==> config.mk <==
export PLATFORM = sky130hd
export DESIGN_NAME = ucs_uart_config_status_core
export DESIGN_NICKNAME = d
export VERILOG_FILES = /design/src/logic/ucs_uart_config_status_core.v
export VERILOG_INCLUDE_DIRS = /design/src /design/src/include
export SDC_FILE = /design/constraint.sdc
export NUM_CORES = 2
export LEC_CHECK = 0
export ABC_AREA = 1
export BUFFER_PORTS_ARGS = -buffer_cell sky130_fd_sc_hd__buf_4
export CAP_MARGIN = 20
export CORE_AREA = 10 10 457 459
export CTS_CLUSTER_SIZE = 40
export DETAILED_ROUTE_END_ITERATION = 16
export DIE_AREA = 0 0 467 469
export PLACE_DENSITY = 0.82
export SYNTH_ARGS = -nofsm -noshare
export SYNTH_HDL_FRONTEND = slang
export SYNTH_SLANG_ARGS = --single-unit
==> constraint.sdc <==
create_clock -name pclk -period 6.7 [get_ports pclk]
set_input_delay 1.34 -clock pclk [delete_from_list [all_inputs] [get_ports pclk]]
set_output_delay 1.34 -clock pclk [all_outputs]
set_load 0.05 [all_outputs]
==> src/include/ucs_defines.vh <==
/*
  Register map, field positions, reset values, state codes and sizes
  for the serial port configuration and status core.
  Assumes inclusion by bare name from the design file; definitions only.
*/
`ifndef UCS_DEFINES_VH
`define UCS_DEFINES_VH
// Register byte addresses.
`define UCS_A_DATA 8'h00
`define UCS_A_STAT 8'h1c
`define UCS_A_CONF0 8'h20
`define UCS_A_CONF1 8'h24
`define UCS_A_LOWP 8'h28
`define UCS_A_HIGHP 8'h2c
`define UCS_A_EDGE 8'h30
`define UCS_A_FLOW 8'h34
`define UCS_A_SLEEP 8'h38
`define UCS_A_SWFC 8'h3c
`define UCS_A_IDLE 8'h40
`define UCS_A_RS485 8'h44
`define UCS_A_CMD 8'h48
// Line and frame configuration fields.
`define UCS_CLKSEL 0
`define UCS_TXINV 1
`define UCS_RXINV 2
`define UCS_RTSINV 3
`define UCS_CTSINV 4
`define UCS_DTRINV 5
`define UCS_DSRINV 6
`define UCS_TXRST 7
`define UCS_RXRST 8
`define UCS_IRDA 9
`define UCS_IRTXEN 10
`define UCS_IRRXINV 11
`define UCS_IRTXINV 12
`define UCS_IRWCTL 13
`define UCS_IRDPLX 14
`define UCS_TXFLOW 15
`define UCS_LOOP 16
`define UCS_BRK 17
`define UCS_SWRTS 18
`define UCS_SWDTR 19
`define UCS_STOP 21:20
`define UCS_BITN 23:22
`define UCS_PEN 24
`define UCS_PODD 25
// Threshold fields.
`define UCS_FULLT 7:0
`define UCS_EMPTT 15:8
`define UCS_FLOWT 22:16
`define UCS_FLOWEN 23
`define UCS_TOUT 30:24
`define UCS_TOUTEN 31
// Flow character fields.
`define UCS_XOFFC 7:0
`define UCS_XONC 15:8
`define UCS_XOFFT 23:16
`define UCS_XONT 31:24
// Idle and break fields.
`define UCS_RXIDLE 7:0
`define UCS_TXIDLE 17:8
`define UCS_BRKN 25:18
// Multidrop fields.
`define UCS_MDEN 0
`define UCS_DLA 1
`define UCS_DLB 2
`define UCS_TXRX 3
`define UCS_RXBY 4
`define UCS_TXDLY 8:5
`define UCS_RXDLY 12:9
// Command character fields.
`define UCS_CCHR 7:0
`define UCS_PRE 15:8
`define UCS_POST 23:16
// Flow control bits and the sleep register edge threshold.
`define UCS_SXOFF 0
`define UCS_SXON 1
`define UCS_FXOFF 2
`define UCS_FXON 3
`define UCS_STRIP 4
`define UCS_SWEN 5
`define UCS_ACTT 9:0
// Write masks and reset values.
`define UCS_M_CONF0 32'h03ffffff
`define UCS_M_IDLE 32'h03ffffff
`define UCS_M_RS485 32'h00001fff
`define UCS_M_CMD 32'h00ffffff
`define UCS_R_CONF0 32'h00d00001
`define UCS_R_CONF1 32'h00001060
`define UCS_R_SWFC 32'h60201113
`define UCS_R_IDLE 32'h00280a08
`define UCS_R_CMD 32'h000a0a2b
// Sizes and special values.
`define UCS_DEPTH 8'h80
`define UCS_AW 7
`define UCS_STOP_1P5 2'h2
`define UCS_IR_BIT11 4'ha
`define UCS_MAXCNT 20'hfffff
// Readable state codes.
`define UCS_C_IDLE 4'h0
`define UCS_C_STRT 4'h1
`define UCS_C_DAT0 4'h2
`define UCS_C_PRTY 4'ha
`define UCS_C_STP1 4'hb
`define UCS_C_STP2 4'hc
`define UCS_C_TDL0 4'hd
`define UCS_C_TDL1 4'he
`define UCS_C_RDL1 4'hd
`endif

==> src/logic/ucs_uart_config_status_core.v <==
/*
  Serial port core: frame engine, two byte FIFOs, flow control, break,
  multidrop, infrared, baud measurement, sleep wake and idle detection.
  Assumes an APB master, a bit divider value and reference tick from
  outside, and serial inputs already synchronous to pclk.
*/
// The APB register port is this design's own decision.
`timescale 1ns/100ps
`default_nettype none
`include "ucs_defines.vh"
module ucs_uart_config_status_core (
  // APB slave
  input wire pclk,
  input wire presetn,
  input wire psel,
  input wire penable,
  input wire pwrite,
  input wire [7:0] paddr,
  input wire [31:0] pwdata,
  output reg [31:0] prdata,
  output reg pready,
  output reg pslverr,
  // Bit timing
  input wire ref_tick,
  input wire [19:0] clkdiv,
  // Serial lines
  input wire rxd,
  input wire cts_n,
  input wire dsr_n,
  output reg txd,
  output reg rts_n,
  output reg dtr_n,
  // Event outputs
  output reg txfifo_empty_raw,
  output reg rxfifo_full_raw,
  output reg rx_timeout,
  output reg frame_end,
  output reg cmd_char_det,
  output reg wake
);
  localparam [7:0] S_IDLE = 8'h01, S_STRT = 8'h02, S_DAT = 8'h04, S_PRTY = 8'h08;
  localparam [7:0] S_STP1 = 8'h10, S_STP2 = 8'h20, S_DL0 = 8'h40, S_DL1 = 8'h80;
  reg [31:0] conf0_reg, conf1_reg, swfc_reg, idle_reg, rs485_reg, cmd_reg;
  reg [5:0] flow_reg;
  reg [9:0] actt_reg;
  reg [31:0] rdata;
  reg hit;
  wire acc = psel & penable & pready;
  wire wr = acc & pwrite;
  wire sclk_en = conf0_reg[`UCS_CLKSEL] | ref_tick;
  wire md = rs485_reg[`UCS_MDEN];
  wire [2:0] dlast = {1'b0, conf0_reg[`UCS_BITN]} + 3'h4;
  wire cts_act = ~(cts_n ^ conf0_reg[`UCS_CTSINV]);
  wire dsr_act = ~(dsr_n ^ conf0_reg[`UCS_DSRINV]);

  // Byte FIFOs: index 0 transmits, index 1 receives.
  wire [1:0] f_push, f_pop, f_flush;
  wire [15:0] f_din, f_dout, f_cnt;
  assign f_flush = {conf0_reg[`UCS_RXRST], conf0_reg[`UCS_TXRST]};
  genvar g;
  generate
    for (g = 0; g < 2; g = g + 1) begin : g_fifo
      reg [7:0] mem [0:`UCS_DEPTH-1];
      reg [`UCS_AW-1:0] wp, rp;
      reg [7:0] cnt;
      // Flush holds both pointers at zero for as long as the bit stays set.
      always @(posedge pclk or negedge presetn) begin
        if (!presetn) begin
          wp <= {`UCS_AW{1'b0}};
          rp <= {`UCS_AW{1'b0}};
          cnt <= 8'h00;
        end else if (f_flush[g]) begin
          wp <= {`UCS_AW{1'b0}};
          rp <= {`UCS_AW{1'b0}};
          cnt <= 8'h00;
        end else begin
          if (f_push[g]) wp <= wp + 1'b1;
          if (f_pop[g]) rp <= rp + 1'b1;
          case ({f_push[g], f_pop[g]})
            2'b10: cnt <= cnt + 8'h01;
            2'b01: cnt <= cnt - 8'h01;
            default: cnt <= cnt;
          endcase
        end
      end
      // Storage has no reset; only the pointers define its contents.
      always @(posedge pclk) begin
        if (f_push[g] & ~f_flush[g]) mem[wp] <= f_din[g*8 +: 8];
      end
      assign f_dout[g*8 +: 8] = mem[rp];
      assign f_cnt[g*8 +: 8] = cnt;
    end
  endgenerate
  wire [7:0] tx_cnt = f_cnt[7:0];
  wire [7:0] rx_cnt = f_cnt[15:8];

  // Transmitter state.
  reg [7:0] tst;
  reg [7:0] tsh, tbrk;
  reg [2:0] tbit;
  reg [3:0] fpos;
  reg [19:0] tcnt;
  reg [10:0] tgap;
  reg tpar, tprev, brk_armed, hold, xoff_sent;
  wire tstop15 = (tst == S_STP2) && (conf0_reg[`UCS_STOP] == `UCS_STOP_1P5);
  wire [19:0] tlim = tstop15 ? {1'b0, clkdiv[19:1]} : clkdiv;
  wire tend = sclk_en && (tcnt >= tlim);
  wire [10:0] gap_lim = {1'b0, idle_reg[`UCS_TXIDLE]} +
    (md ? {7'h00, rs485_reg[`UCS_TXDLY]} : 11'h000);
  reg tv_raw, tv;
  // Line value before encoding; break drives zeros while idle.
  always @* begin
    case (tst)
      S_IDLE: tv_raw = (tbrk == 8'h00);
      S_STRT: tv_raw = 1'b0;
      S_DAT: tv_raw = tsh[0];
      S_PRTY: tv_raw = tpar ^ conf0_reg[`UCS_PODD];
      default: tv_raw = 1'b1;
    endcase
    tv = tv_raw;
    if (conf0_reg[`UCS_IRDA] && (tst != S_IDLE) && (fpos == `UCS_IR_BIT11))
      tv = conf0_reg[`UCS_IRWCTL] & tprev;
  end
  // Infrared sends a zero as a quarter-bit pulse; the pulse is longer
  // than the usual 3/16 only to save a multiplier.
  wire ir_pulse = conf0_reg[`UCS_IRTXEN] & ~tv & (tcnt < {2'b00, clkdiv[19:2]});
  wire tline = conf0_reg[`UCS_IRDA] ? (ir_pulse ^ conf0_reg[`UCS_IRTXINV]) :
    (tv ^ conf0_reg[`UCS_TXINV]);

  // Receiver state.
  reg [7:0] rst_s;
  reg [7:0] rsh;
  reg [2:0] rbit;
  reg [19:0] rcnt;
  reg [9:0] ridle;
  reg rpar, perr, ferr, rin_q, got, pre_ok, cand;
  wire lb = conf0_reg[`UCS_LOOP] | (conf0_reg[`UCS_IRDA] & conf0_reg[`UCS_IRDPLX]) |
    (md & rs485_reg[`UCS_TXRX]);
  wire rin = lb ? tv : conf0_reg[`UCS_IRDA] ? ~(rxd ^ conf0_reg[`UCS_IRRXINV]) :
    (rxd ^ conf0_reg[`UCS_RXINV]);
  wire redge = rin ^ rin_q;
  wire rstop15 = (rst_s == S_STP2) && (conf0_reg[`UCS_STOP] == `UCS_STOP_1P5);
  wire [19:0] rlim = (rst_s == S_STRT) ? ({1'b0, clkdiv[19:1]} +
    (md ? {16'h0000, rs485_reg[`UCS_RXDLY]} : 20'h00000)) :
    rstop15 ? {1'b0, clkdiv[19:1]} : clkdiv;
  wire rtick = sclk_en && (rcnt >= rlim);
  wire [7:0] rbyte = rsh >> (3'h7 - dlast);
  wire rdone = rtick && (rst_s == S_STP1);
  wire is_xoff = rbyte == swfc_reg[`UCS_XOFFC];
  wire is_xon = rbyte == swfc_reg[`UCS_XONC];
  wire fchar = flow_reg[`UCS_SWEN] & (is_xoff | is_xon);
  wire strip = fchar & flow_reg[`UCS_STRIP];

  // Transmit start gating: flow chars bypass the received Xoff hold.
  wire tx_cts_ok = ~(conf0_reg[`UCS_TXFLOW] & ~cts_act);
  wire tx_bus_ok = ~(md & ~rs485_reg[`UCS_RXBY] & (rst_s != S_IDLE));
  wire fl_req = flow_reg[`UCS_SXOFF] | flow_reg[`UCS_SXON];
  wire t_go = tend && (tst == S_IDLE) && (tbrk == 8'h00) && (tgap >= gap_lim) &&
    tx_cts_ok && tx_bus_ok && (fl_req || ((tx_cnt != 8'h00) && ~hold));
  wire t_data = t_go & ~fl_req;
  assign f_pop[0] = t_data;
  assign f_push[0] = wr && (paddr == `UCS_A_DATA) && (tx_cnt != `UCS_DEPTH);
  assign f_din[7:0] = pwdata[7:0];
  assign f_push[1] = rdone && ~strip && (rx_cnt != `UCS_DEPTH);
  assign f_din[15:8] = rbyte;
  assign f_pop[1] = acc && ~pwrite && (paddr == `UCS_A_DATA) && (rx_cnt != 8'h00);
  wire tx_after_stop = md & (rs485_reg[`UCS_DLA] | rs485_reg[`UCS_DLB]);

  // Transmit frame sequencer.
  always @(posedge pclk or negedge presetn) begin
    if (!presetn) begin
      tst <= S_IDLE;
      tsh <= 8'h00;
      tbit <= 3'h0;
      fpos <= 4'h0;
      tcnt <= 20'h00000;
      tgap <= 11'h000;
      tbrk <= 8'h00;
      tpar <= 1'b0;
      tprev <= 1'b1;
      brk_armed <= 1'b0;
    end else begin
      if (sclk_en) tcnt <= tend ? 20'h00000 : tcnt + 20'h00001;
      if (tend) begin
        tprev <= tv;
        if (tst != S_IDLE) fpos <= fpos + 4'h1;
        case (tst)
          S_IDLE: begin
            if (tbrk != 8'h00) tbrk <= tbrk - 8'h01;
            else if (tgap < gap_lim) tgap <= tgap + 11'h001;
            if (t_go) begin
              tst <= S_STRT;
              fpos <= 4'h0;
              tbit <= 3'h0;
              tpar <= 1'b0;
              tsh <= flow_reg[`UCS_SXOFF] ? swfc_reg[`UCS_XOFFC] :
                flow_reg[`UCS_SXON] ? swfc_reg[`UCS_XONC] : f_dout[7:0];
              if (t_data) brk_armed <= conf0_reg[`UCS_BRK];
            end
          end
          S_STRT: tst <= S_DAT;
          S_DAT: begin
            tpar <= tpar ^ tsh[0];
            tsh <= {1'b0, tsh[7:1]};
            tbit <= tbit + 3'h1;
            if (tbit == dlast) tst <= conf0_reg[`UCS_PEN] ? S_PRTY : S_STP1;
          end
          S_PRTY: tst <= S_STP1;
          S_STP1, S_STP2, S_DL0, S_DL1: begin
            if (tst == S_STP1 && conf0_reg[`UCS_STOP] >= `UCS_STOP_1P5) tst <= S_STP2;
            else if (tst != S_DL0 && tst != S_DL1 && tx_after_stop)
              tst <= (md & rs485_reg[`UCS_DLA]) ? S_DL0 : S_DL1;
            else if (tst == S_DL0 && rs485_reg[`UCS_DLB]) tst <= S_DL1;
            else begin
              tst <= S_IDLE;
              tgap <= 11'h000;
              if (brk_armed && tx_cnt == 8'h00) begin
                tbrk <= idle_reg[`UCS_BRKN];
                brk_armed <= 1'b0;
              end
            end
          end
          default: tst <= S_IDLE;
        endcase
      end
    end
  end

  // Receive frame sequencer with idle, timeout and command tracking.
  always @(posedge pclk or negedge presetn) begin
    if (!presetn) begin
      rst_s <= S_IDLE;
      rsh <= 8'h00;
      rbit <= 3'h0;
      rcnt <= 20'h00000;
      ridle <= 10'h000;
      {rpar, perr, ferr, got, pre_ok, cand} <= 6'h00;
      rin_q <= 1'b1;
      {rx_timeout, frame_end, cmd_char_det} <= 3'h0;
    end else begin
      rin_q <= rin;
      rx_timeout <= 1'b0;
      frame_end <= 1'b0;
      cmd_char_det <= 1'b0;
      if (sclk_en) rcnt <= rtick ? 20'h00000 : rcnt + 20'h00001;
      if (rst_s == S_IDLE && rin_q && !rin) begin
        rst_s <= S_STRT;
        rcnt <= 20'h00000;
        pre_ok <= ridle >= {2'b00, cmd_reg[`UCS_PRE]};
        cand <= 1'b0;
        ridle <= 10'h000;
      end else if (rst_s == S_IDLE) begin
        if (rtick && ridle != 10'h3ff) ridle <= ridle + 10'h001;
        if (rtick && got && ridle == {2'b00, idle_reg[`UCS_RXIDLE]}) begin
          frame_end <= 1'b1;
          got <= 1'b0;
        end
        if (rtick && conf1_reg[`UCS_TOUTEN] && rx_cnt != 8'h00 &&
            ridle == {3'h0, conf1_reg[`UCS_TOUT]})
          rx_timeout <= 1'b1;
        if (cand && ridle >= {2'b00, cmd_reg[`UCS_POST]}) begin
          cmd_char_det <= 1'b1;
          cand <= 1'b0;
        end
      end else if (rtick) begin
        case (rst_s)
          S_STRT: begin
            rst_s <= rin ? S_IDLE : S_DAT;
            rbit <= 3'h0;
            rpar <= 1'b0;
          end
          S_DAT: begin
            rsh <= {rin, rsh[7:1]};
            rpar <= rpar ^ rin;
            rbit <= rbit + 3'h1;
            if (rbit == dlast) rst_s <= conf0_reg[`UCS_PEN] ? S_PRTY : S_STP1;
          end
          S_PRTY: begin
            perr <= (rpar ^ conf0_reg[`UCS_PODD]) != rin;
            rst_s <= S_STP1;
          end
          S_STP1: begin
            ferr <= ~rin;
            got <= 1'b1;
            cand <= pre_ok && (rbyte == cmd_reg[`UCS_CCHR]);
            if (!conf0_reg[`UCS_PEN]) perr <= 1'b0;
            if (conf0_reg[`UCS_STOP] >= `UCS_STOP_1P5) rst_s <= S_STP2;
            else rst_s <= (md & rs485_reg[`UCS_DLB]) ? S_DL1 : S_IDLE;
          end
          S_STP2: rst_s <= (md & rs485_reg[`UCS_DLB]) ? S_DL1 : S_IDLE;
          default: rst_s <= S_IDLE;
        endcase
      end
    end
  end

  // Baud measurement counted in serial clock enables, sleep wake counted in line edges.
  reg [19:0] pcnt, lmin, hmin;
  reg [9:0] ecnt, wcnt;
  always @(posedge pclk or negedge presetn) begin
    if (!presetn) begin
      pcnt <= 20'h00000;
      lmin <= `UCS_MAXCNT;
      hmin <= `UCS_MAXCNT;
      ecnt <= 10'h000;
      wcnt <= 10'h000;
      wake <= 1'b0;
    end else begin
      if (redge) begin
        pcnt <= 20'h00000;
        if (rin && pcnt < lmin) lmin <= pcnt;
        if (!rin && pcnt < hmin) hmin <= pcnt;
        ecnt <= ecnt + 10'h001;
      end else if (sclk_en && pcnt != `UCS_MAXCNT) begin
        pcnt <= pcnt + 20'h00001;
      end
      if (wr && paddr == `UCS_A_LOWP) begin
        lmin <= `UCS_MAXCNT;
        hmin <= `UCS_MAXCNT;
        ecnt <= 10'h000;
      end
      // A write to the sleep register rearms; a new edge still counts.
      if (wr && paddr == `UCS_A_SLEEP) wcnt <= {9'h000, redge};
      else if (redge && wcnt != 10'h3ff) wcnt <= wcnt + 10'h001;
      // The write rearms the count, so a count from before it must not keep wake set.
      if (wr && paddr == `UCS_A_SLEEP) wake <= 1'b0;
      else if (wcnt > actt_reg) wake <= 1'b1;
    end
  end

  // Register writes; hardware sets of flow requests win over clears.
  always @(posedge pclk or negedge presetn) begin
    if (!presetn) begin
      conf0_reg <= `UCS_R_CONF0;
      conf1_reg <= `UCS_R_CONF1;
      swfc_reg <= `UCS_R_SWFC;
      idle_reg <= `UCS_R_IDLE;
      rs485_reg <= 32'h00000000;
      cmd_reg <= `UCS_R_CMD;
      flow_reg <= 6'h00;
      actt_reg <= 10'h000;
      hold <= 1'b0;
      xoff_sent <= 1'b0;
    end else begin
      if (wr) begin
        case (paddr)
          `UCS_A_CONF0: conf0_reg <= pwdata & `UCS_M_CONF0;
          `UCS_A_CONF1: conf1_reg <= pwdata;
          `UCS_A_SWFC: swfc_reg <= pwdata;
          `UCS_A_IDLE: idle_reg <= pwdata & `UCS_M_IDLE;
          `UCS_A_RS485: rs485_reg <= pwdata & `UCS_M_RS485;
          `UCS_A_CMD: cmd_reg <= pwdata & `UCS_M_CMD;
          `UCS_A_SLEEP: actt_reg <= pwdata[`UCS_ACTT];
          default: ;
        endcase
      end
      // The request being sent clears itself; Xoff goes first.
      if (t_go && flow_reg[`UCS_SXOFF]) flow_reg[`UCS_SXOFF] <= 1'b0;
      else if (t_go && flow_reg[`UCS_SXON]) flow_reg[`UCS_SXON] <= 1'b0;
      if (wr && paddr == `UCS_A_FLOW) flow_reg <= pwdata[5:0];
      if (flow_reg[`UCS_SWEN] && !xoff_sent && rx_cnt > swfc_reg[`UCS_XONT]) begin
        flow_reg[`UCS_SXOFF] <= 1'b1;
        xoff_sent <= 1'b1;
      end else if (flow_reg[`UCS_SWEN] && xoff_sent && rx_cnt < swfc_reg[`UCS_XOFFT]) begin
        flow_reg[`UCS_SXON] <= 1'b1;
        xoff_sent <= 1'b0;
      end
      if (wr && paddr == `UCS_A_FLOW && pwdata[`UCS_FXOFF]) hold <= 1'b0;
      if (rdone && fchar && is_xon) hold <= 1'b0;
      if (wr && paddr == `UCS_A_FLOW && pwdata[`UCS_FXON]) hold <= 1'b1;
      if (rdone && fchar && is_xoff) hold <= 1'b1;
    end
  end

  // Readable state codes.
  function [3:0] enc;
    input [7:0] s;
    input [2:0] i;
    input rx;
    begin
      case (s)
        S_STRT: enc = `UCS_C_STRT;
        S_DAT: enc = `UCS_C_DAT0 + {1'b0, i};
        S_PRTY: enc = `UCS_C_PRTY;
        S_STP1: enc = `UCS_C_STP1;
        S_STP2: enc = `UCS_C_STP2;
        S_DL0: enc = `UCS_C_TDL0;
        S_DL1: enc = rx ? `UCS_C_RDL1 : `UCS_C_TDL1;
        default: enc = `UCS_C_IDLE;
      endcase
    end
  endfunction

  // Read multiplexer; an unmapped address answers with an error.
  always @* begin
    hit = 1'b1;
    case (paddr)
      `UCS_A_DATA: rdata = {24'h000000, f_dout[15:8]};
      `UCS_A_STAT: rdata = {enc(tst, tbit, 1'b0), 1'b0, 3'h0, tx_cnt,
        enc(rst_s, rbit, 1'b1), 1'b0, 3'h0, rx_cnt};
      `UCS_A_CONF0: rdata = conf0_reg;
      `UCS_A_CONF1: rdata = conf1_reg;
      `UCS_A_LOWP: rdata = {12'h000, lmin};
      `UCS_A_HIGHP: rdata = {12'h000, hmin};
      `UCS_A_EDGE: rdata = {22'h000000, ecnt};
      `UCS_A_FLOW: rdata = {26'h0000000, flow_reg};
      `UCS_A_SLEEP: rdata = {wake, rin, cts_act, dsr_act, perr, ferr, 16'h0000, actt_reg};
      `UCS_A_SWFC: rdata = swfc_reg;
      `UCS_A_IDLE: rdata = idle_reg;
      `UCS_A_RS485: rdata = rs485_reg;
      `UCS_A_CMD: rdata = cmd_reg;
      default: begin
        rdata = 32'h00000000;
        hit = 1'b0;
      end
    endcase
  end

  // Bus answer and registered line and event outputs.
  always @(posedge pclk or negedge presetn) begin
    if (!presetn) begin
      pready <= 1'b0;
      pslverr <= 1'b0;
      prdata <= 32'h00000000;
      txd <= 1'b1;
      rts_n <= 1'b1;
      dtr_n <= 1'b1;
      txfifo_empty_raw <= 1'b0;
      rxfifo_full_raw <= 1'b0;
    end else begin
      pready <= psel & penable & ~pready;
      if (psel & penable & ~pready) begin
        prdata <= pwrite ? 32'h00000000 : rdata;
        pslverr <= ~hit;
      end
      txd <= tline;
      rts_n <= ~(conf1_reg[`UCS_FLOWEN] ? conf0_reg[`UCS_SWRTS] :
        (rx_cnt <= {1'b0, conf1_reg[`UCS_FLOWT]})) ^ conf0_reg[`UCS_RTSINV];
      dtr_n <= ~conf0_reg[`UCS_SWDTR] ^ conf0_reg[`UCS_DTRINV];
      txfifo_empty_raw <= tx_cnt < conf1_reg[`UCS_EMPTT];
      rxfifo_full_raw <= rx_cnt > conf1_reg[`UCS_FULLT];
    end
  end
endmodule // ucs_uart_config_status_core
`default_nettype wire
Word-level counts from Yosys, hierarchy flattened
Memory sizes are Yosys's and may differ from the RTL's.
Index checks and enable logic that the tools add are counted.

storage, ports and cells
  bits in registers = 459
  RAM bits = 2048
  input port bits = 69
  output and inout port bits = 43
  logic and storage cells = 475
  memories kept = 2

memories
  name           depth  bits a word  read ports  clocked after memory_dff  write ports  RTL line                          RTL
  g_fifo[0].mem  128    8            1           0                         1            ucs_uart_config_status_core.v:63  reg [7:0] mem [0:`UCS_DEPTH-1];
  g_fifo[1].mem  128    8            1           0                         1            ucs_uart_config_status_core.v:63

operators by class
  add/subtract/negate cells = 25
  magnitude comparators = 16
  equal/unequal tests = 66
  shift operators = 1
  muxes and demuxes = 134
  bitwise logic cells = 59
  reduce and logical (&&, ||, !) cells = 115

operator list
  operator                 count
  $pmux W32 S13            1
  $mux W20                 15
  $mux W8                  22
  $eq A8 B6 Y1 const B     10
  $pmux W8 S5              2
  $mux W10                 7
  $pmux W8 S2              4
  $add A20 B1 Y20 const B  3
  $mux W7                  8
  $mux W11                 5
  $logic_and A1 B1 Y1      54
  $mux W1                  50
  $reduce_bool A2 Y1       21
  $eq A8 B7 Y1 const B     5
  $ge A20 B20 Y1           2
  $lt A20 B20 Y1           2
  $mux W32                 1
  $add A10 B1 Y10 const B  3
  $add A7 B1 Y7 const B    4
  $pmux W4 S7              1
  $eq A8 B5 Y1 const B     3
  $eq A8 B8 Y1             3
  $logic_not A8 Y1         3
  $ne A8 B8 Y1 const B     3
  67 further kinds         184

Depth between registers and ports, before layout
  word-level depth = 17
  mapped depth = 39
  mapped depth without buffers = 38

Worst setup path after synthesis
Ideal clock, no wire load.

  path kind = input-to-reg
  from = in clkdiv[1]
  to = mem g_fifo[1].mem[64][0] (enable)
  setup time = 0.370 ns
  arrival = 5.332 ns
  required time = 6.330 ns
  slack = 0.997 ns
  stages = 27
  buffers on the path = 0
  cells stage by stage = ha_1 -> fa_1 -> nand3_1 -> and2_1 -> nor2_1 -> nand3_1 -> nor2_1 -> nand2_1 -> nor3_1 -> inv_1 -> nor4_1 -> nand3_1 -> a21oi_1 -> a21oi_1 -> ha_1 -> nand2_1 -> nor3_1 -> nand3b_1 -> nand4_1 -> nand3_1 -> nor2_2 -> nand2_4 -> nor2_4 -> inv_2 -> nor3_2 -> nand2_1 -> nor2_1

between the ends
  cells in the longest elaborated chain, start to end = 10
  elaborated cells between the ends (all ways) = 11
  those cells by class = add/sub: 1; order compare: 1; mux: 4; bitwise: 1; reduce/logical: 4

ends and longest elaborated chain
  item                                         RTL line                                                              RTL
  start: declaration                           ucs_uart_config_status_core.v:25                                      input wire [19:0] clkdiv,
  $add A19 B4 Y20 or $mux W20 (tied branches)  ucs_uart_config_status_core.v:143, ucs_uart_config_status_core.v:145
  $mux W20 (*)                                 ucs_uart_config_status_core.v:143                                     wire [19:0] rlim = (rst_s == S_STRT) ? ({1'b0, clkdiv[19:1]} +
  $ge A20 B20 Y1 (*)                           ucs_uart_config_status_core.v:146                                     wire rtick = sclk_en && (rcnt >= rlim);
  $logic_and A1 B1 Y1 (*)                      ucs_uart_config_status_core.v:146
  $logic_and A1 B1 Y1 (*)                      ucs_uart_config_status_core.v:148                                     wire rdone = rtick && (rst_s == S_STP1);
  $logic_and A1 B1 Y1 (*) (2 in series)        ucs_uart_config_status_core.v:164                                     assign f_push[1] = rdone && ~strip && (rx_cnt != `UCS_DEPTH);
  $and A1 B1 Y1 (*)                            ucs_uart_config_status_core.v:88                                      if (f_push[g] & ~f_flush[g]) mem[wp] <= f_din[g*8 +: 8];
  $mux W1 (*)                                  ucs_uart_config_status_core.v:88
  $mux W1 (implied by the code) (*)            ucs_uart_config_status_core.v:88
  end: declaration                             ucs_uart_config_status_core.v:63

Mark *: on every way between the ends. The rest lies on a longest branch, timed or not.

Worst setup path in the final report
  from = reg rs485_reg[0]
  to = mem g_fifo[1].mem[72][1] (enable)

between the ends
  cells in the longest elaborated chain, start to end = 11

ends and longest elaborated chain
  item                               RTL line                           RTL
  start: declaration                 ucs_uart_config_status_core.v:43   reg [31:0] conf0_reg, conf1_reg, swfc_reg, idle_reg, rs485_reg, cmd_reg;
  start signal: assignment           ucs_uart_config_status_core.v:351  `UCS_A_RS485: rs485_reg <= pwdata & `UCS_M_RS485;
  $mux W4                            ucs_uart_config_status_core.v:144  (md ? {16'h0000, rs485_reg[`UCS_RXDLY]} : 20'h00000)) :
  $add A19 B4 Y20                    ucs_uart_config_status_core.v:143
  $mux W20                           ucs_uart_config_status_core.v:143
  $ge A20 B20 Y1                     ucs_uart_config_status_core.v:146
  $logic_and A1 B1 Y1                ucs_uart_config_status_core.v:146
  $logic_and A1 B1 Y1                ucs_uart_config_status_core.v:148
  $logic_and A1 B1 Y1 (2 in series)  ucs_uart_config_status_core.v:164
  $and A1 B1 Y1                      ucs_uart_config_status_core.v:88
  $mux W1                            ucs_uart_config_status_core.v:88
  $mux W1 (implied by the code)      ucs_uart_config_status_core.v:88

No other way between the ends.

==> metrics.md <==
| Metric | Value |
|---|---|
| Final Skew | ~0.11 ns |
| Post-cts sizing count | 0 |
| GPL Wtd Cong | ~1 |
| Post-synthesis sequential area ratio | 0.6682 |
| Worst-Skew Late Latency | 0.95 ns |
| Flops & latches, synth | between 2000 and 3000 |
| Cts hold-fix bufs | 0 |
| Slew Viols, Final | 0 |
| Final worst-path cycle share | 0.9329 |
| Main flop type after synthesis | edfxtp_1 |
| Mapped Nets | roughly 10000 |
| Setup tns final | 0 ns |
| RSZ-0062 raised after global routing | false |
| R2R cell count | 33 |
| Filler cells | roughly 15000 |
| Chip height | roughly 470 microns |
| Final hold violation count | 0 |
| Worst-path fanout max | 14 |
| Synth Cell Area | 0.1093 sq mm |
| Logic pwr share | 0.073 |
| Vias/cell | about 6.4 |
| Leakage power total | about 43 nW |
| Number of instances in the placed design | around 12000 |
| Area delta synth->final | 11.31% |
| Avg Inst Size Synth | approximately 11 sq um |
| Core area | 0.1992 sq mm |
| Clock buffer depth | 3 |
| Fmax | roughly 160 MHz |
| CTS buffer count | 240 |
| Setup violators final | 0 |
| Crit path time final | between 6 and 7 ns |
| Pwr Density | between 200 and 300 mW/mm^2 |
| DRC | 0 |
| Initial Utilization | 0.5487 |
| Slowest CP cell | dfrtp_1 |
| Req. time, crit path | 7.28 ns |
| Worst-path clk slew | ~0.070 ns |
| Clock H-tree levels | 4 |
| Number of global-route vias before repair | 78221 |
| Sequential share of power | 0.519 |
| Initial antenna violation count | 8 |
| Synth Instances | 9765 |
| Crit path largest cell delay | roughly 0.74 ns |
| Drt pass-1 iters | 7 |
| Most common cell after layout, fill and taps aside | edfxtp_1 |
| DRT iter0 DRCs | approximately 13000 |
| GRT overflow | 0 |
| Worst slew margin | 0.2079 |
| Final ANT Viol Nets | 0 |
| Area occupied by multi-input gates | ~0.032 sq mm |
| Worst-Margin Slew | between 1 and 1.5 ns |
| Count of port buffers added during placement | 111 |
| Area occupied by registers | approximately 0.073 sq mm |
| Die width | roughly 470 microns |
| Share of cells above drive strength 1 | 0.09992 |
| Global-route wire length before repair | ~480 mm |
| Most frequent cells in the layout | 2048 x edfxtp_1, 1532 x nor2_1, 1435 x o21ai_0 |
| Async S/R FF share, synth | 0.1828 |
| Worst hold path class | primary input to asynchronous set/reset pin |
| Synthesis Warnings | 0 |
| Startpoint Class | flip-flop |
| Critical path class | flip-flop to flip-flop |
| Io pins | roughly 110 |
| Total power | about 0.034 W |
| Average wire per cell in the routed design | ~25 microns |
| Max-Cap Viols | 0 |
| Synth unique cells | about 70 |
| Most flop-heavy register | g_fifo.mem |
| Setup bufs post-CTS | 0 |
| Number of flops mapped to enable cells by yosys | roughly 2000 |
| DP HPWL | 198.3 mm |
| Max IR drop VDD | roughly 320 uV |
| Switch Pwr | around 0.0082 W |
| Largest net degree at the start of global routing | around 210 |
| Status | completed |
| Internal | around 0.025 W |
| Non-Filler Instances | roughly 13000 |
| Final Util | 0.6107 |
| Crit end category | flip-flop |
| Die area | between 0.2 and 0.25 sq mm |
| GR Util All Layers | 0.2818 |
| Vias | around 80000 |
| Max reg flops | 2048 |
| Cell Rows | ~160 |
| TritonCTS clock tree | done |
| Clock Power Share | 0.407 |
| Post-Route WL | roughly 320 mm |
| Root Driver | clkbuf_16 |
| Switching Fraction | 0.2434 |
| Arrival @ worst endpoint | 6.83 ns |
| Nets | around 10000 |
| Clk sinks | 2506 |
final timing paths:
check	from	to	slack [ns]
max in group asynchronous	presetn	ecnt[1]$_DFFE_PN0P_	4.96
min in group pclk	pready$_DFF_PN0_	pready$_DFF_PN0_	0.49
worst max register to register	rs485_reg[0]$_DFFE_PN0P_	g_fifo[1].mem[72][1]$_DFFE_PP_	0.45
worst min-delay path	presetn	tcnt[5]$_DFFE_PN0P_	0.35
worst max-delay path	rs485_reg[0]$_DFFE_PN0P_	g_fifo[1].mem[72][1]$_DFFE_PP_	0.45
worst min register to register	pready$_DFF_PN0_	pready$_DFF_PN0_	0.49
critical path: cells and delay by family (launching register included):
kind,cells,cell delay (ns)
buffers and inverters,6,0.91
AOI/OAI and AO/OA,3,0.38
adders and majority gates,3,0.55
and+or+nand+nor,21,3.26
DFF,1,0.74
final cells by class:
class                           instances  area share
Timing Repair Buffer                  374     0.02513
Tap cell                             2656     0.02731
Inverter                              582     0.01835
Clock buffer                          283     0.05143
Sequential cell                      2506      0.6005
Multi-Input combinational cell       6139      0.2629
Antenna cell                            4  0.00008226
Clock inverter                        174     0.01424
power by group through the flow:
stage	Clock (W)	Sequential (W)	Combinational [W]
global placement	0	0.0177	0.00227
detailed placement	0	0.0177	0.00237
floorplan	0	0.0176	0.00157
finish	0.0137	0.0174	0.00246
CTS	0.0137	0.0174	0.00240
global route	0.0143	0.0174	0.00272
per-stage QoR:
| step | hold slack [ns] | area [sq um] | setup slack, ns |
|---|---|---|---|
| 6_report | 0.3457 | 121700 | 0.4497 |
| 5_1_grt | 0.3631 | 121700 | 0.2289 |
| 4_1_cts | 0.3218 | 121600 | 0.6583 |
| 3_5_place_dp | 0.4729 | 113600 | 0.1887 |
| 3_3_place_gp | 0.4585 | 113600 | 0.3128 |
| 2_1_floorplan | 0.4251 | 109300 | 0.9973 |
cell usage after synthesis, drive strengths merged, types with 4 or more instances:
cell type	n	area, sq um
a21boi	5	37.54
clkinv	22	83.83
edfxtp	2048	61500
o2111ai	5	43.79
buf	68	352.8
o221ai	204	1787
nor4	40	299.0
dfstp	75	1971
o21ai	1459	7310
dfrtp	383	9584
o31ai	10	75.07
nand2	1071	4119
a21o	5	37.54
a31oi	9	56.30
a211oi	26	195.2
o21bai	6	45.04
nor3	97	525.5
a221oi	42	367.9
o211ai	78	585.6
o32ai	4	35.03
nand3	410	2127
nor3b	8	75.08
clkbuf	470	1764
xnor2	20	175.2
a21oi	272	1440
o21a	6	45.04
a2111oi	9	78.83
nand4	92	605.6
xor2	54	473.0
ha	204	2552
nor2	1579	6106
o22ai	372	2327
or2	5	31.28
and3	6	37.54
nand3b	7	52.55
inv	560	2107
a22o	12	105.1
cell families (layout without fill, tap and decap cells):
kind of cell / after synthesis / in the layout / synth area share
simple gates: 3320 / 3320 / 0.1282
compound gates: 2539 / 2539 / 0.1345
flops: 2506 / 2506 / 0.6682
buf+inv: 1120 / 1413 / 0.03941
fa+ha+maj: 206 / 206 / 0.02371
xor+xnor: 74 / 74 / 0.005929
other cells: 0 / 4 / 0
per-layer routing:
layer	track usage	vias up	wire (microns)
li1	-	35429	-
met1	0.3693	39236	116900
met2	0.4413	5827	145900
met3	0.06761	1146	38730
met4	0.1408	16	18090
met5	0	-	99
No activity file was read; power rests on OpenSTA's default activity.
